<file path="src/uma_regs.svh">
`ifndef UMA_REGS_SVH
`define UMA_REGS_SVH

// Infrared pulse widths and bit period, counted in ticks of the 16x baud clock.
`define UMA_IR10_TICKS 5'h03
`define UMA_IR11_TICKS 5'h04
`define UMA_BIT_TICKS 5'h10

// Line control parity field value that forces parity to zero.
`define UMA_LCR_FORCE0 3'h7

// Clock cycles the block stays awake after a wake-up before it may sleep again.
`define UMA_WAKE_GUARD 3'h4

// Synchroniser reset value, bit order {ri_n, cd_n, dsr_n, cts_n, power_save_pin, rx}.
`define UMA_SYNC_RST 6'h3d
`define UMA_SYNC_RX 0
`define UMA_SYNC_PS 1
`define UMA_SYNC_MODEM_LO 2

// Reset values of the control outputs.
`define UMA_RST_BUS 12'h000
`define UMA_RST_DATA 8'h00
`define UMA_RST_MODEM 4'hf

`endif

</file>
<file path="src/uma_pkg.sv">
package uma_pkg;

  typedef logic [11:0] uma_bus_t;

  typedef enum logic [1:0]
  {
    UMA_AWAKE = 2'b00,
    UMA_ASLEEP = 2'b01,
    UMA_GUARD = 2'b10
  } uma_sleep_t;

  typedef struct packed
  {
    logic [5:0] ff1;
    logic [5:0] ff2;
    logic [5:0] ff3;
    logic [5:0] q;
  } uma_sync_t;

  typedef struct packed
  {
    logic [4:0] tx_cnt;
    logic tx_pulse;
    logic [4:0] rx_cnt;
    logic rx_prev;
    logic rx_bit;
  } uma_ir_t;

  typedef struct packed
  {
    uma_sleep_t sleep_state;
    logic [2:0] guard;
    logic rx_en;
    logic push;
    logic [7:0] push_data;
    logic push_perr;
    logic lsr_int;
    logic wake_int;
    logic modem_woke;
    logic [3:0] modem_prev;
    logic rx_prev;
    logic tx_pin;
    logic rts_n;
    logic dtr_n;
    logic rx_serial;
    logic [3:0] modem_n;
    logic osc_en;
    logic power_save;
    uma_bus_t bus;
  } uma_core_t;

endpackage

</file>
<file path="src/uma_ir_if.sv">
`timescale 1ns/10ps
`default_nettype none

interface uma_ir_if;
  logic ir_en;
  logic ir11;
  logic tick;
  logic bit_start;
  logic tx_bit;
  logic rx_pin;
  logic tx_pulse;
  logic rx_bit;

  modport core (output ir_en, ir11, tick, bit_start, tx_bit, rx_pin, input tx_pulse, rx_bit);
  modport codec (input ir_en, ir11, tick, bit_start, tx_bit, rx_pin, output tx_pulse, rx_bit);
endinterface // uma_ir_if

`default_nettype wire

</file>
<file path="src/uma_aux_modes.sv">
`timescale 1ns/10ps
`default_nettype none
`include "uma_regs.svh"

module uma_aux_modes
(
  input wire logic i_clk,
  input wire logic i_rst_n,
  input wire logic i_efr_enh,
  input wire logic i_efr_spec,
  input wire logic i_msr_multidrop,
  input wire logic i_msr_ir11,
  input wire logic i_mcr_ir,
  input wire logic i_mcr_loop,
  input wire logic i_mcr_rts,
  input wire logic i_mcr_dtr,
  input wire logic i_ier_sleep,
  input wire logic i_fcr_wake_ie,
  input wire logic [2:0] i_lcr_parity,
  input wire logic [1:0] i_lcr_wlen,
  input wire logic [7:0] i_second_stop_char,
  input wire logic i_rx_valid,
  input wire logic [7:0] i_rx_char,
  input wire logic i_rx_parity,
  input wire logic i_rx_perr,
  input wire logic i_rx_en_set,
  input wire logic i_rx_en_clr,
  input wire logic i_int_pending,
  input wire logic [3:0] i_msr_delta,
  input wire logic i_divisor_nz,
  input wire logic i_txf_empty,
  input wire logic i_rxf_empty,
  input wire logic i_thr_write,
  input wire logic i_msr_read,
  input wire logic i_isr_read,
  input wire logic i_tick16,
  input wire logic i_bit_start,
  input wire logic i_tx_shift,
  input wire logic i_rx_pin,
  input wire logic i_power_save_pin,
  input wire logic i_cts_n,
  input wire logic i_dsr_n,
  input wire logic i_cd_n,
  input wire logic i_ri_n,
  input wire uma_pkg::uma_bus_t i_bus,
  output logic o_push,
  output logic [7:0] o_push_data,
  output logic o_push_perr,
  output logic o_lsr_int,
  output logic o_rx_enabled,
  output logic o_wake_int,
  output logic o_tx_pin,
  output logic o_rts_n,
  output logic o_dtr_n,
  output logic o_rx_serial,
  output logic [3:0] o_modem_n,
  output logic o_osc_en,
  output logic o_sleep,
  output logic o_power_save,
  output uma_pkg::uma_bus_t o_bus
);
  import uma_pkg::*;

  uma_core_t r;
  uma_core_t next_r;
  logic [5:0] pins;
  logic md_on;
  logic auto_on;
  logic ir_on;
  logic is_addr;
  logic addr_match;
  logic [7:0] wl_mask;
  logic rx_level;
  logic rx_fall;
  logic modem_chg;
  logic wake;
  logic sleep_ok;

  uma_ir_if ir ();

  uma_sync3 u_sync
  (
    .i_clk(i_clk),
    .i_rst_n(i_rst_n),
    .i_d({i_ri_n, i_cd_n, i_dsr_n, i_cts_n, i_power_save_pin, i_rx_pin}),
    .o_q(pins)
  );

  uma_irda u_irda
  (
    .i_clk(i_clk),
    .i_rst_n(i_rst_n),
    .ir(ir)
  );

  assign ir_on = i_mcr_ir;
  assign ir.ir_en = ir_on;
  assign ir.ir11 = i_msr_ir11 && i_efr_enh;
  assign ir.tick = i_tick16;
  assign ir.bit_start = i_bit_start;
  assign ir.tx_bit = i_tx_shift;
  assign ir.rx_pin = pins[`UMA_SYNC_RX];

  // Multidrop relies on the host framing with forced parity zero.
  assign md_on = i_msr_multidrop && i_efr_enh && (i_lcr_parity == `UMA_LCR_FORCE0);
  assign auto_on = md_on && i_efr_spec;
  assign is_addr = i_rx_parity;

  always_comb
  begin
    case (i_lcr_wlen)
      2'h0: wl_mask = 8'h1f;
      2'h1: wl_mask = 8'h3f;
      2'h2: wl_mask = 8'h7f;
      default: wl_mask = 8'hff;
    endcase
  end

  assign addr_match = ((i_rx_char ^ i_second_stop_char) & wl_mask) == 8'h00;

  // Receive level as seen by the receiver: one is idle in both modes.
  assign rx_level = ir_on ? ir.rx_bit : pins[`UMA_SYNC_RX];
  assign rx_fall = r.rx_prev && !rx_level;
  assign modem_chg = !i_mcr_loop && (pins[5:2] != r.modem_prev);

  // Host writes cannot reach the block while the bus is isolated.
  assign wake = rx_fall || modem_chg || (i_thr_write && !r.power_save);

  assign sleep_ok = i_ier_sleep && !i_int_pending && !r.wake_int
    && (i_msr_delta == 4'h0) && rx_level && i_divisor_nz
    && i_txf_empty && i_rxf_empty && !r.modem_woke;

  always_comb
  begin
    next_r = r;
    next_r.push = 1'b0;
    next_r.lsr_int = 1'b0;
    next_r.rx_prev = rx_level;
    next_r.modem_prev = pins[5:2];

    // Software steering of the receiver in both multidrop modes.
    if (i_rx_en_set)
    begin
      next_r.rx_en = 1'b1;
    end
    else if (i_rx_en_clr)
    begin
      next_r.rx_en = 1'b0;
    end

    if (i_rx_valid)
    begin
      next_r.push_data = i_rx_char;
      if (!md_on)
      begin
        next_r.push = 1'b1;
        next_r.push_perr = i_rx_perr;
      end
      else if (auto_on)
      begin
        if (is_addr)
        begin
          if (addr_match)
          begin
            next_r.rx_en = 1'b1;
            next_r.push = 1'b1;
            next_r.push_perr = i_rx_parity;
            next_r.lsr_int = 1'b1;
          end
          else
          begin
            next_r.rx_en = 1'b0;
          end
        end
        else if (r.rx_en)
        begin
          next_r.push = 1'b1;
          next_r.push_perr = 1'b0;
        end
      end
      else
      begin
        if (is_addr)
        begin
          next_r.push = 1'b1;
          next_r.push_perr = 1'b1;
          next_r.lsr_int = 1'b1;
        end
        else if (r.rx_en)
        begin
          next_r.push = 1'b1;
          next_r.push_perr = 1'b0;
        end
      end
    end

    // Modem-caused wake stays on record until the host reads modem status.
    if (r.sleep_state == UMA_ASLEEP && modem_chg)
    begin
      next_r.modem_woke = 1'b1;
    end
    else if (i_msr_read)
    begin
      next_r.modem_woke = 1'b0;
    end

    case (r.sleep_state)
      UMA_AWAKE:
      begin
        if (sleep_ok && !wake)
        begin
          next_r.sleep_state = UMA_ASLEEP;
        end
      end
      UMA_ASLEEP:
      begin
        if (!i_ier_sleep)
        begin
          next_r.sleep_state = UMA_AWAKE;
        end
        else if (wake)
        begin
          next_r.sleep_state = UMA_GUARD;
          next_r.guard = `UMA_WAKE_GUARD;
        end
      end
      UMA_GUARD:
      begin
        // Gives the wake cause time to show as an interrupt before re-sleep.
        if (r.guard == 3'h1)
        begin
          next_r.sleep_state = UMA_AWAKE;
        end
        next_r.guard = r.guard - 3'h1;
      end
      default:
      begin
        next_r.sleep_state = UMA_AWAKE;
      end
    endcase

    // Setting on the wake edge wins over a clearing status read.
    if (!i_fcr_wake_ie)
    begin
      next_r.wake_int = 1'b0;
    end
    else if (r.sleep_state == UMA_ASLEEP && next_r.sleep_state == UMA_GUARD)
    begin
      next_r.wake_int = 1'b1;
    end
    else if (i_isr_read)
    begin
      next_r.wake_int = 1'b0;
    end

    next_r.osc_en = next_r.sleep_state != UMA_ASLEEP;
    next_r.power_save = (next_r.sleep_state == UMA_ASLEEP)
      && pins[`UMA_SYNC_PS];
    if (!next_r.power_save)
    begin
      next_r.bus = i_bus;
    end

    if (i_mcr_loop)
    begin
      next_r.tx_pin = 1'b1;
      next_r.rts_n = 1'b1;
      next_r.dtr_n = 1'b1;
      next_r.rx_serial = i_tx_shift;
      next_r.modem_n = `UMA_RST_MODEM;
    end
    else
    begin
      next_r.tx_pin = ir_on ? ir.tx_pulse : i_tx_shift;
      next_r.rts_n = !i_mcr_rts;
      next_r.dtr_n = !i_mcr_dtr;
      next_r.rx_serial = rx_level;
      next_r.modem_n = pins[5:2];
    end
  end

  always_ff @(posedge i_clk or negedge i_rst_n)
  begin
    if (!i_rst_n)
    begin
      r <= '{
        sleep_state: UMA_AWAKE,
        guard: 3'h0,
        rx_en: 1'b0,
        push: 1'b0,
        push_data: `UMA_RST_DATA,
        push_perr: 1'b0,
        lsr_int: 1'b0,
        wake_int: 1'b0,
        modem_woke: 1'b0,
        modem_prev: `UMA_RST_MODEM,
        rx_prev: 1'b1,
        tx_pin: 1'b1,
        rts_n: 1'b1,
        dtr_n: 1'b1,
        rx_serial: 1'b1,
        modem_n: `UMA_RST_MODEM,
        osc_en: 1'b1,
        power_save: 1'b0,
        bus: `UMA_RST_BUS
      };
    end
    else
    begin
      r <= next_r;
    end
  end

  assign o_push = r.push;
  assign o_push_data = r.push_data;
  assign o_push_perr = r.push_perr;
  assign o_lsr_int = r.lsr_int;
  assign o_rx_enabled = r.rx_en;
  assign o_wake_int = r.wake_int;
  assign o_tx_pin = r.tx_pin;
  assign o_rts_n = r.rts_n;
  assign o_dtr_n = r.dtr_n;
  assign o_rx_serial = r.rx_serial;
  assign o_modem_n = r.modem_n;
  assign o_osc_en = r.osc_en;
  assign o_sleep = r.sleep_state == UMA_ASLEEP ? 1'b1 : 1'b0;
  assign o_power_save = r.power_save;
  assign o_bus = r.bus;
endmodule // uma_aux_modes

`default_nettype wire

</file>
<file path="src/uma_sync3.sv">
`timescale 1ns/10ps
`default_nettype none
`include "uma_regs.svh"

module uma_sync3
(
  input wire logic i_clk,
  input wire logic i_rst_n,
  input wire logic [5:0] i_d,
  output logic [5:0] o_q
);
  import uma_pkg::*;

  uma_sync_t r;
  uma_sync_t next_r;

  // A bit is accepted only once the second and third stages agree.
  always_comb
  begin
    next_r = r;
    next_r.ff1 = i_d;
    next_r.ff2 = r.ff1;
    next_r.ff3 = r.ff2;
    for (int i = 0; i < 6; i++)
    begin
      if (r.ff2[i] == r.ff3[i])
      begin
        next_r.q[i] = r.ff3[i];
      end
    end
  end

  always_ff @(posedge i_clk or negedge i_rst_n)
  begin
    if (!i_rst_n)
    begin
      r <= {`UMA_SYNC_RST, `UMA_SYNC_RST, `UMA_SYNC_RST, `UMA_SYNC_RST};
    end
    else
    begin
      r <= next_r;
    end
  end

  assign o_q = r.q;
endmodule // uma_sync3

`default_nettype wire

</file>
<file path="src/uma_irda.sv">
`timescale 1ns/10ps
`default_nettype none
`include "uma_regs.svh"

module uma_irda
(
  input wire logic i_clk,
  input wire logic i_rst_n,
  uma_ir_if.codec ir
);
  import uma_pkg::*;

  uma_ir_t r;
  uma_ir_t next_r;

  always_comb
  begin
    next_r = r;
    next_r.rx_prev = ir.rx_pin;
    if (!ir.ir_en)
    begin
      next_r.tx_pulse = 1'b0;
      next_r.tx_cnt = 5'h00;
      next_r.rx_cnt = 5'h00;
      next_r.rx_bit = 1'b1;
    end
    else
    begin
      if (ir.bit_start && !ir.tx_bit)
      begin
        next_r.tx_pulse = 1'b1;
        next_r.tx_cnt = ir.ir11 ? `UMA_IR11_TICKS : `UMA_IR10_TICKS;
      end
      else if (ir.tick && r.tx_cnt != 5'h00)
      begin
        next_r.tx_cnt = r.tx_cnt - 5'h01;
        if (r.tx_cnt == 5'h01)
        begin
          next_r.tx_pulse = 1'b0;
        end
      end
      // A light pulse reads as a zero bit for one bit period; low is idle.
      if (ir.rx_pin && !r.rx_prev)
      begin
        next_r.rx_bit = 1'b0;
        next_r.rx_cnt = `UMA_BIT_TICKS;
      end
      else if (ir.tick && r.rx_cnt != 5'h00)
      begin
        next_r.rx_cnt = r.rx_cnt - 5'h01;
        if (r.rx_cnt == 5'h01)
        begin
          next_r.rx_bit = 1'b1;
        end
      end
    end
  end

  always_ff @(posedge i_clk or negedge i_rst_n)
  begin
    if (!i_rst_n)
    begin
      r <= '{tx_cnt: 5'h00, tx_pulse: 1'b0, rx_cnt: 5'h00, rx_prev: 1'b0, rx_bit: 1'b1};
    end
    else
    begin
      r <= next_r;
    end
  end

  assign ir.tx_pulse = r.tx_pulse;
  assign ir.rx_bit = r.rx_bit;
endmodule // uma_irda

`default_nettype wire

</file>
<file path="config.mk">
export PLATFORM = sky130hd
export DESIGN_NAME = uma_aux_modes
export DESIGN_NICKNAME = d
export VERILOG_FILES = /design/src/uma_pkg.sv /design/src/uma_ir_if.sv /design/src/uma_aux_modes.sv /design/src/uma_sync3.sv /design/src/uma_irda.sv
export VERILOG_INCLUDE_DIRS = /design/src
export SDC_FILE = /design/constraint.sdc
export NUM_CORES = 1
export LEC_CHECK = 0
export ABC_CLOCK_PERIOD_IN_PS = 6500
export BUFFER_PORTS_ARGS = -buffer_cell sky130_fd_sc_hd__buf_2
export CAP_MARGIN = 0
export CORE_MARGIN = 5
export CORE_UTILIZATION = 55
export DETAILED_ROUTE_END_ITERATION = 12
export PLACE_DENSITY = 0.93
export SYNTH_ARGS = -nofsm -noshare
export SYNTH_HDL_FRONTEND = slang
export SYNTH_HIERARCHICAL = 1
export SYNTH_SLANG_ARGS = --single-unit
</file>
<file path="constraint.sdc">
create_clock -name i_clk -period 6.5 [get_ports i_clk]
set_input_delay 0.65 -clock i_clk [delete_from_list [all_inputs] [get_ports i_clk]]
set_output_delay 0.65 -clock i_clk [all_outputs]
set_load 0.02 [all_outputs]
</file>
Word level (Yosys, flattened, before mapping)

Index checks and enable logic that the tools add are counted.

Logic and storage cells: 161
Output and inout port bits: 36
Input bits: 70
Bits in registers: 83

Bitwise logic cells: 2
Add/subtract/negate cells: 3
Mux-type cells: 49
Reductions and logical operators: 48
Equal/unequal tests: 26

Operators with widths:

| cell                                                   | number |
|---|---|
| 2-to-1 mux 1 bit                                       | 31 |
| one-hot mux 8 bit (3 select lines)                     | 1 |
| logical AND 1 bit                                      | 23 |
| 2-to-1 mux 5 bit                                       | 3 |
| inequality test 3 x 1 -> 1 bit (second input constant) | 5 |
| 2-to-1 mux 12 bit                                      | 1 |
| 2-to-1 mux 6 bit                                       | 2 |
| zero test 1 bit                                        | 11 |
| 2-to-1 mux 11 bit                                      | 1 |
| == test 5 x 1 -> 1 bit (second input constant)         | 2 |
| 2-to-1 mux 2 bit                                       | 5 |
| nonzero test 5 bit                                     | 2 |
| subtractor 5 x 1 -> 5 bit (second input constant)      | 2 |
| bitwise AND 8 bit                                      | 1 |
| zero test 8 bit                                        | 1 |
| 2-to-1 mux 8 bit                                       | 1 |
| bitwise XOR 8 bit                                      | 1 |
| == test 1 bit                                          | 6 |
| == test 2 x 1 -> 1 bit (second input constant)         | 3 |
| == test 2 bit (second input constant)                  | 3 |
| 2-to-1 mux 3 bit                                       | 2 |
| one-hot mux 2 bit (3 select lines)                     | 1 |
| one-hot mux 3 bit (2 select lines)                     | 1 |
| AND reduction 2 bit                                    | 3 |
| 12 further kinds                                       | 16 |

Longest topological paths before layout

Depth in word-level cells: 16
Gate-level depth with buffers: 7
Depth with buffers taken out: 6

Hierarchy

Netlist, hierarchy kept.

By module, submodules not included:

| module        | seq. area each (um2) | cells each | instances | area an instance (um2) |
|---|---|---|---|---|
| uma_aux_modes | 1168.6               | 177        | 1         | 2165.8 |
| uma_sync3     | 625.6                | 36         | 1         | 738.2 |
| uma_irda      | 326.6                | 76         | 1         | 730.7 |

Least setup slack after synthesis

No wires, ideal clock.

Path type: register to register
Start point: register u_sync.r, in the netlist u_sync/o_q[3]
End point: register r, in the netlist o_bus[0]
Data required time: 6375 ps
Buffers on the path: 2
Clock period less this slack: 2056 ps
Cell stages (with the launch flop): 8
Arrival: 1931 ps
Library setup time: 125 ps
Setup slack: 4444 ps
Path through: dfstp_2 > buf_4 > xnor2_1 > a41o_1 > o221ai_2 > nor4_4 > buf_6 > mux2_2

RTL lines:

| what                     | line                 | source |
|---|---|---|
| start: declaration       | uma_sync3.sv:14      | `uma_sync_t r;` |
| start signal: assignment | uma_sync3.sv:37      | `` r <= {`UMA_SYNC_RST, `UMA_SYNC_RST, `UMA_SYNC_RST, `UMA_SYNC_RST}; `` |
| start signal: assignment | uma_sync3.sv:41      | `r <= next_r;` |
| end signal: assignment   | uma_aux_modes.sv:286 | `r <= '{` |
| end signal: assignment   | uma_aux_modes.sv:310 | `r <= next_r;` |
| end: declaration         | uma_aux_modes.sv:64  | `uma_core_t r;` |

Final worst setup path

Start point: register u_sync.r, in the netlist u_sync/o_q[3]
End point: register r, in the netlist o_bus[4]

Cells in the longest elaborated chain, start to end: 10
Elaborated cells on any way between the ends: 12
Those cells by class: eq/ne: 2; mux: 4; reduce/logical: 6

Ends and longest elaborated chain:

| what                                 | line                 | source |
|---|---|---|
| inequality test 4 bit *              | uma_aux_modes.sv:124 | `assign modem_chg = !i_mcr_loop && (pins[5:2] != r.modem_prev);` |
| logical AND 1 bit *                  | uma_aux_modes.sv:124 |  |
| logical OR 1 bit * (2 in a row)      | uma_aux_modes.sv:127 | `assign wake = rx_fall \|\| modem_chg \|\| (i_thr_write && !r.power_save);` |
| zero test 1 bit                      | uma_aux_modes.sv:210 | `if (sleep_ok && !wake)` |
| logical AND 1 bit                    | uma_aux_modes.sv:210 |  |
| 2-to-1 mux 2 bit                     | uma_aux_modes.sv:210 |  |
| one-hot mux 2 bit (3 select lines) * | uma_aux_modes.sv:207 | `case (r.sleep_state)` |
| == test 2 x 1 -> 1 bit *             | uma_aux_modes.sv:257 | `next_r.power_save = (next_r.sleep_state == UMA_ASLEEP)` |
| logical AND 1 bit *                  | uma_aux_modes.sv:257 |  |

Every way passes the cells marked *; elsewhere a longest branch is shown, timed or not. The select of a mux whose other input is x is not followed.
A chain may end at the register's enable or synchronous reset.

==> flow_summary_export.csv <==
group,metric,value,unit
status,outcome,"complete, no violations",
cells_and_area,n_antenna_cell,0,
floorplan,ios,106,
pwr,netSwitchingPower,0.0003258,W
synth,synth_top_area_cell,"dfrtp_1",
sta,worst_pin_slew,969.7,ps
synth,synth_edf_count,0,
synth,synth_cell_types,51,
floorplan,start_util,56.92,%
pwr,p_total,0.001166,W
place,dp.cells,437,
pwr,peakVddDrop,160.2,uV
critical_path,crit_path_end_kind,"flip-flop",
critical_path,crit_arrival,2620,ps
synth,seq_area_frac_synth,58.35,%
sta,maxSlewViolCount,0,
sta,rsz0062_at_grt,"no",
pwr,p_sw_share,27.93,%
place,portBuffers,105,
grt,grtUsageTotal,17.08,%
floorplan,die_x,91.30,um
clock_tree,cts_hold_buffers,0,
synth,netlist_top_cells_count,"dfrtp_1, dfstp_2, buf_4, mux2_2, inv_1",
sta,fin_tns_setup,0,ps
sta,max_freq,420.0,MHz
floorplan,die_area,8335,um2
clock_tree,clk_path_buf_depth,2,
cells_and_area,layout-drive-gt1-share,51.86,%
synth,synth_flop_cell,"dfrtp_1",
sta,slew_headroom,35.35,%
routing,drtPass1Iterations,4,
synth,synth_top_area_share,33.05,%
critical_path,critPathSlowestCell,"nor4_4",
critical_path,r2r_cells,5,
clock_tree,ctsResizeCount,0,
grt,grt_pass1_vias,2571,
routing,drc_errors,0,
place,dpl.hpwl,5131,um
cells_and_area,area_growth,16.08,%
synth,synth.area.top_cells,"dfrtp_1, dfstp_2, mux2_2",
grt,grt_max_degree,84,
critical_path,cp_slowest_stage_delay,730,ps
pwr,powerDensity,276.5,nW/um2
cells_and_area,nNetsFinal,448,
clock_tree,clk_latency,350,ps
clock_tree,clkTransAtPathRegs,100,ps
routing,wl_per_cell,15.25,um
hold_path,hold_path_class,"flip-flop to flip-flop",
pwr,pwr-share-seq,51.1,%
critical_path,cp_cell_sequence,"xnor2_1 -> a41o_1 -> o221ai_2 -> nor4_4 -> mux2_2",
grt,grt_pass1_wl,11450,um
synth,syn_area,3635,um2
floorplan,design.core.area,6386,um2
synth,yosysWarningCount,6,
grt,antenna_found_initial,0,
floorplan,row_count,29,
routing,wl,6910,um
floorplan,dieHeight,91.30,um
critical_path,cp_data_required_time,6740,ps
clock_tree,cts_tree,"yes",
sta,hold_viol_final,0,
sta,min_period,2381,ps
hold_path,whs_path_depth,0,
pwr,p_int,0.0008406,W
synth,synth_seq_cells,83,
routing,vias_per_cell,5.188,
cells_and_area,instances_no_fill,453,
clock_tree,clock_sinks,83,
synth,synth_most_common_cell,"dfrtp_1",
clock_tree,cts-root-buf,"clkbuf_8",
critical_path,crit_type,"flip-flop to flip-flop",
critical_path,cp_max_fo,13,
clock_tree,htreeDepth,3,
critical_path,start_kind,"flip-flop",
clock_tree,cts_setup_buffers,0,
pwr,clock_power_share,32.6,%
routing,drtAntennaViolNets,0,
synth,async_flop_share,100.0,%
synth,syn-mean-instance-area,12.58,um2
job,cap_violations,0,
sta,min_period_over_period,36.63,%
routing,vias,2350,
pwr,p_comb_share,16.3,%
clock_tree,cts_made_buffers,9,
place,place_congestion,0.7888,
routing,first_iter_violations,87,
synth,postSynthCellCount,289,
sta,clock_skew,13.36,ps
grt,overflow,0,
synth,synth_nets,366,
pwr,p_leak,1.971,nW
sta,finalSetupViolCount,0,
power groups by stage:
stage / registers [W] / clock network, W / logic (W)
floorplan: 0.000601 / 0 / 0.000142
global placement: 0.000602 / 0 / 0.000181
detailed placement: 0.000606 / 0 / 0.000191
CTS: 0.000597 / 0.000390 / 0.000193
global route: 0.000602 / 0.000417 / 0.000212
finish: 0.000596 / 0.000380 / 0.000190
placed cells by master (no fill, tap or decap), drive strengths merged, types with 4 or more instances in the layout:
cell type,synthesis,final
a31oi,5,5
or2,4,4
dfstp,35,35
dfrtp,48,48
inv,15,18
maj3,6,6
nand2,12,12
a21oi,8,8
buf,31,105
mux2,23,23
nor3,9,9
nand3,6,6
xnor2,13,13
ha,7,7
nor2,10,10
nand2b,7,7
clkbuf,3,9
layer usage:
metal / global-route usage (%) / part of all wire [%]
met1: 19.09 / 37
met2: 30.77 / 55
met3: 4.628 / 5.6
met4: 6.601 / 1.6
met5: 0 / 0
kinds of logic (layout without fill, tap and decap cells):
logic type      count (synthesis)  in the layout  synth area share, %
buf+inv                        49            136                8.365
compound gates                 35             35                6.816
flops                          83             83                58.35
mux                            24             24                7.401
simple gates                   69             69                10.95
xor+xnor                       16             16                3.856
fa+ha+maj                      13             13                4.268
sequential cells by signal, indices dropped and copies added (netlist names), 4 cells and up:
signal / flops
o_bus: 12
o_modem_n: 4
o_push_data: 8
r: 11
u_irda/r: 11
u_sync/next_r: 12
u_sync/o_q: 6
u_sync/r: 6
worst max-delay path: cells and delay by family, from the launching register on:
| kind | cells | cell delay [ps] |
|---|---|---|
| AOI/OAI and AO/OA | 2 | 400 |
| muxes | 1 | 420 |
| DFF | 1 | 590 |
| xor gates and xnor gates | 1 | 130 |
| and+or+nand+nor | 1 | 730 |
final cells by class:
class	count	area, um2
Clock buffer	9	123.9
Clock inverter	7	83.83
Fill cell	477	2167
Inverter	15	56.30
Multi-Input combinational cell	157	1210
Sequential cell	83	2121
Tap cell	77	96.34
Timing Repair Buffer	105	528.0
through the flow:
step	utilization (%)	setup slack (ps)	instance area, um2	hold slack, ps
final	66.07	4119	4219	350.2
after global placement	62.81	3978	4011	332.2
after detailed placement	62.81	3880	4011	337.0
after CTS	66.07	4082	4219	351.5
after global routing	66.07	3949	4219	363.2
after floorplan	-	4444	3635	331.2
final timing paths:
path | start | end | slack [ps]
worst max-delay path | u_sync/o_q[3]$_DFFE_PN1N_ | o_bus[4]$_DFFE_PN0N_ | 4120
max in group asynchronous | i_rst_n | o_push_data[3]$_DFFE_PN0P_ | 5410
worst min-delay path | u_sync/next_r[15]$_DFF_PN1_ | u_sync/next_r[9]$_DFF_PN1_ | 350
worst min register to register | u_sync/next_r[15]$_DFF_PN1_ | u_sync/next_r[9]$_DFF_PN1_ | 350
worst max register to register | u_sync/o_q[3]$_DFFE_PN1N_ | o_bus[4]$_DFFE_PN0N_ | 4120
min in group asynchronous | i_rst_n | r[44]$_DFF_PN0_ | 430
Note: power is estimated with default switching activity, not from simulation.
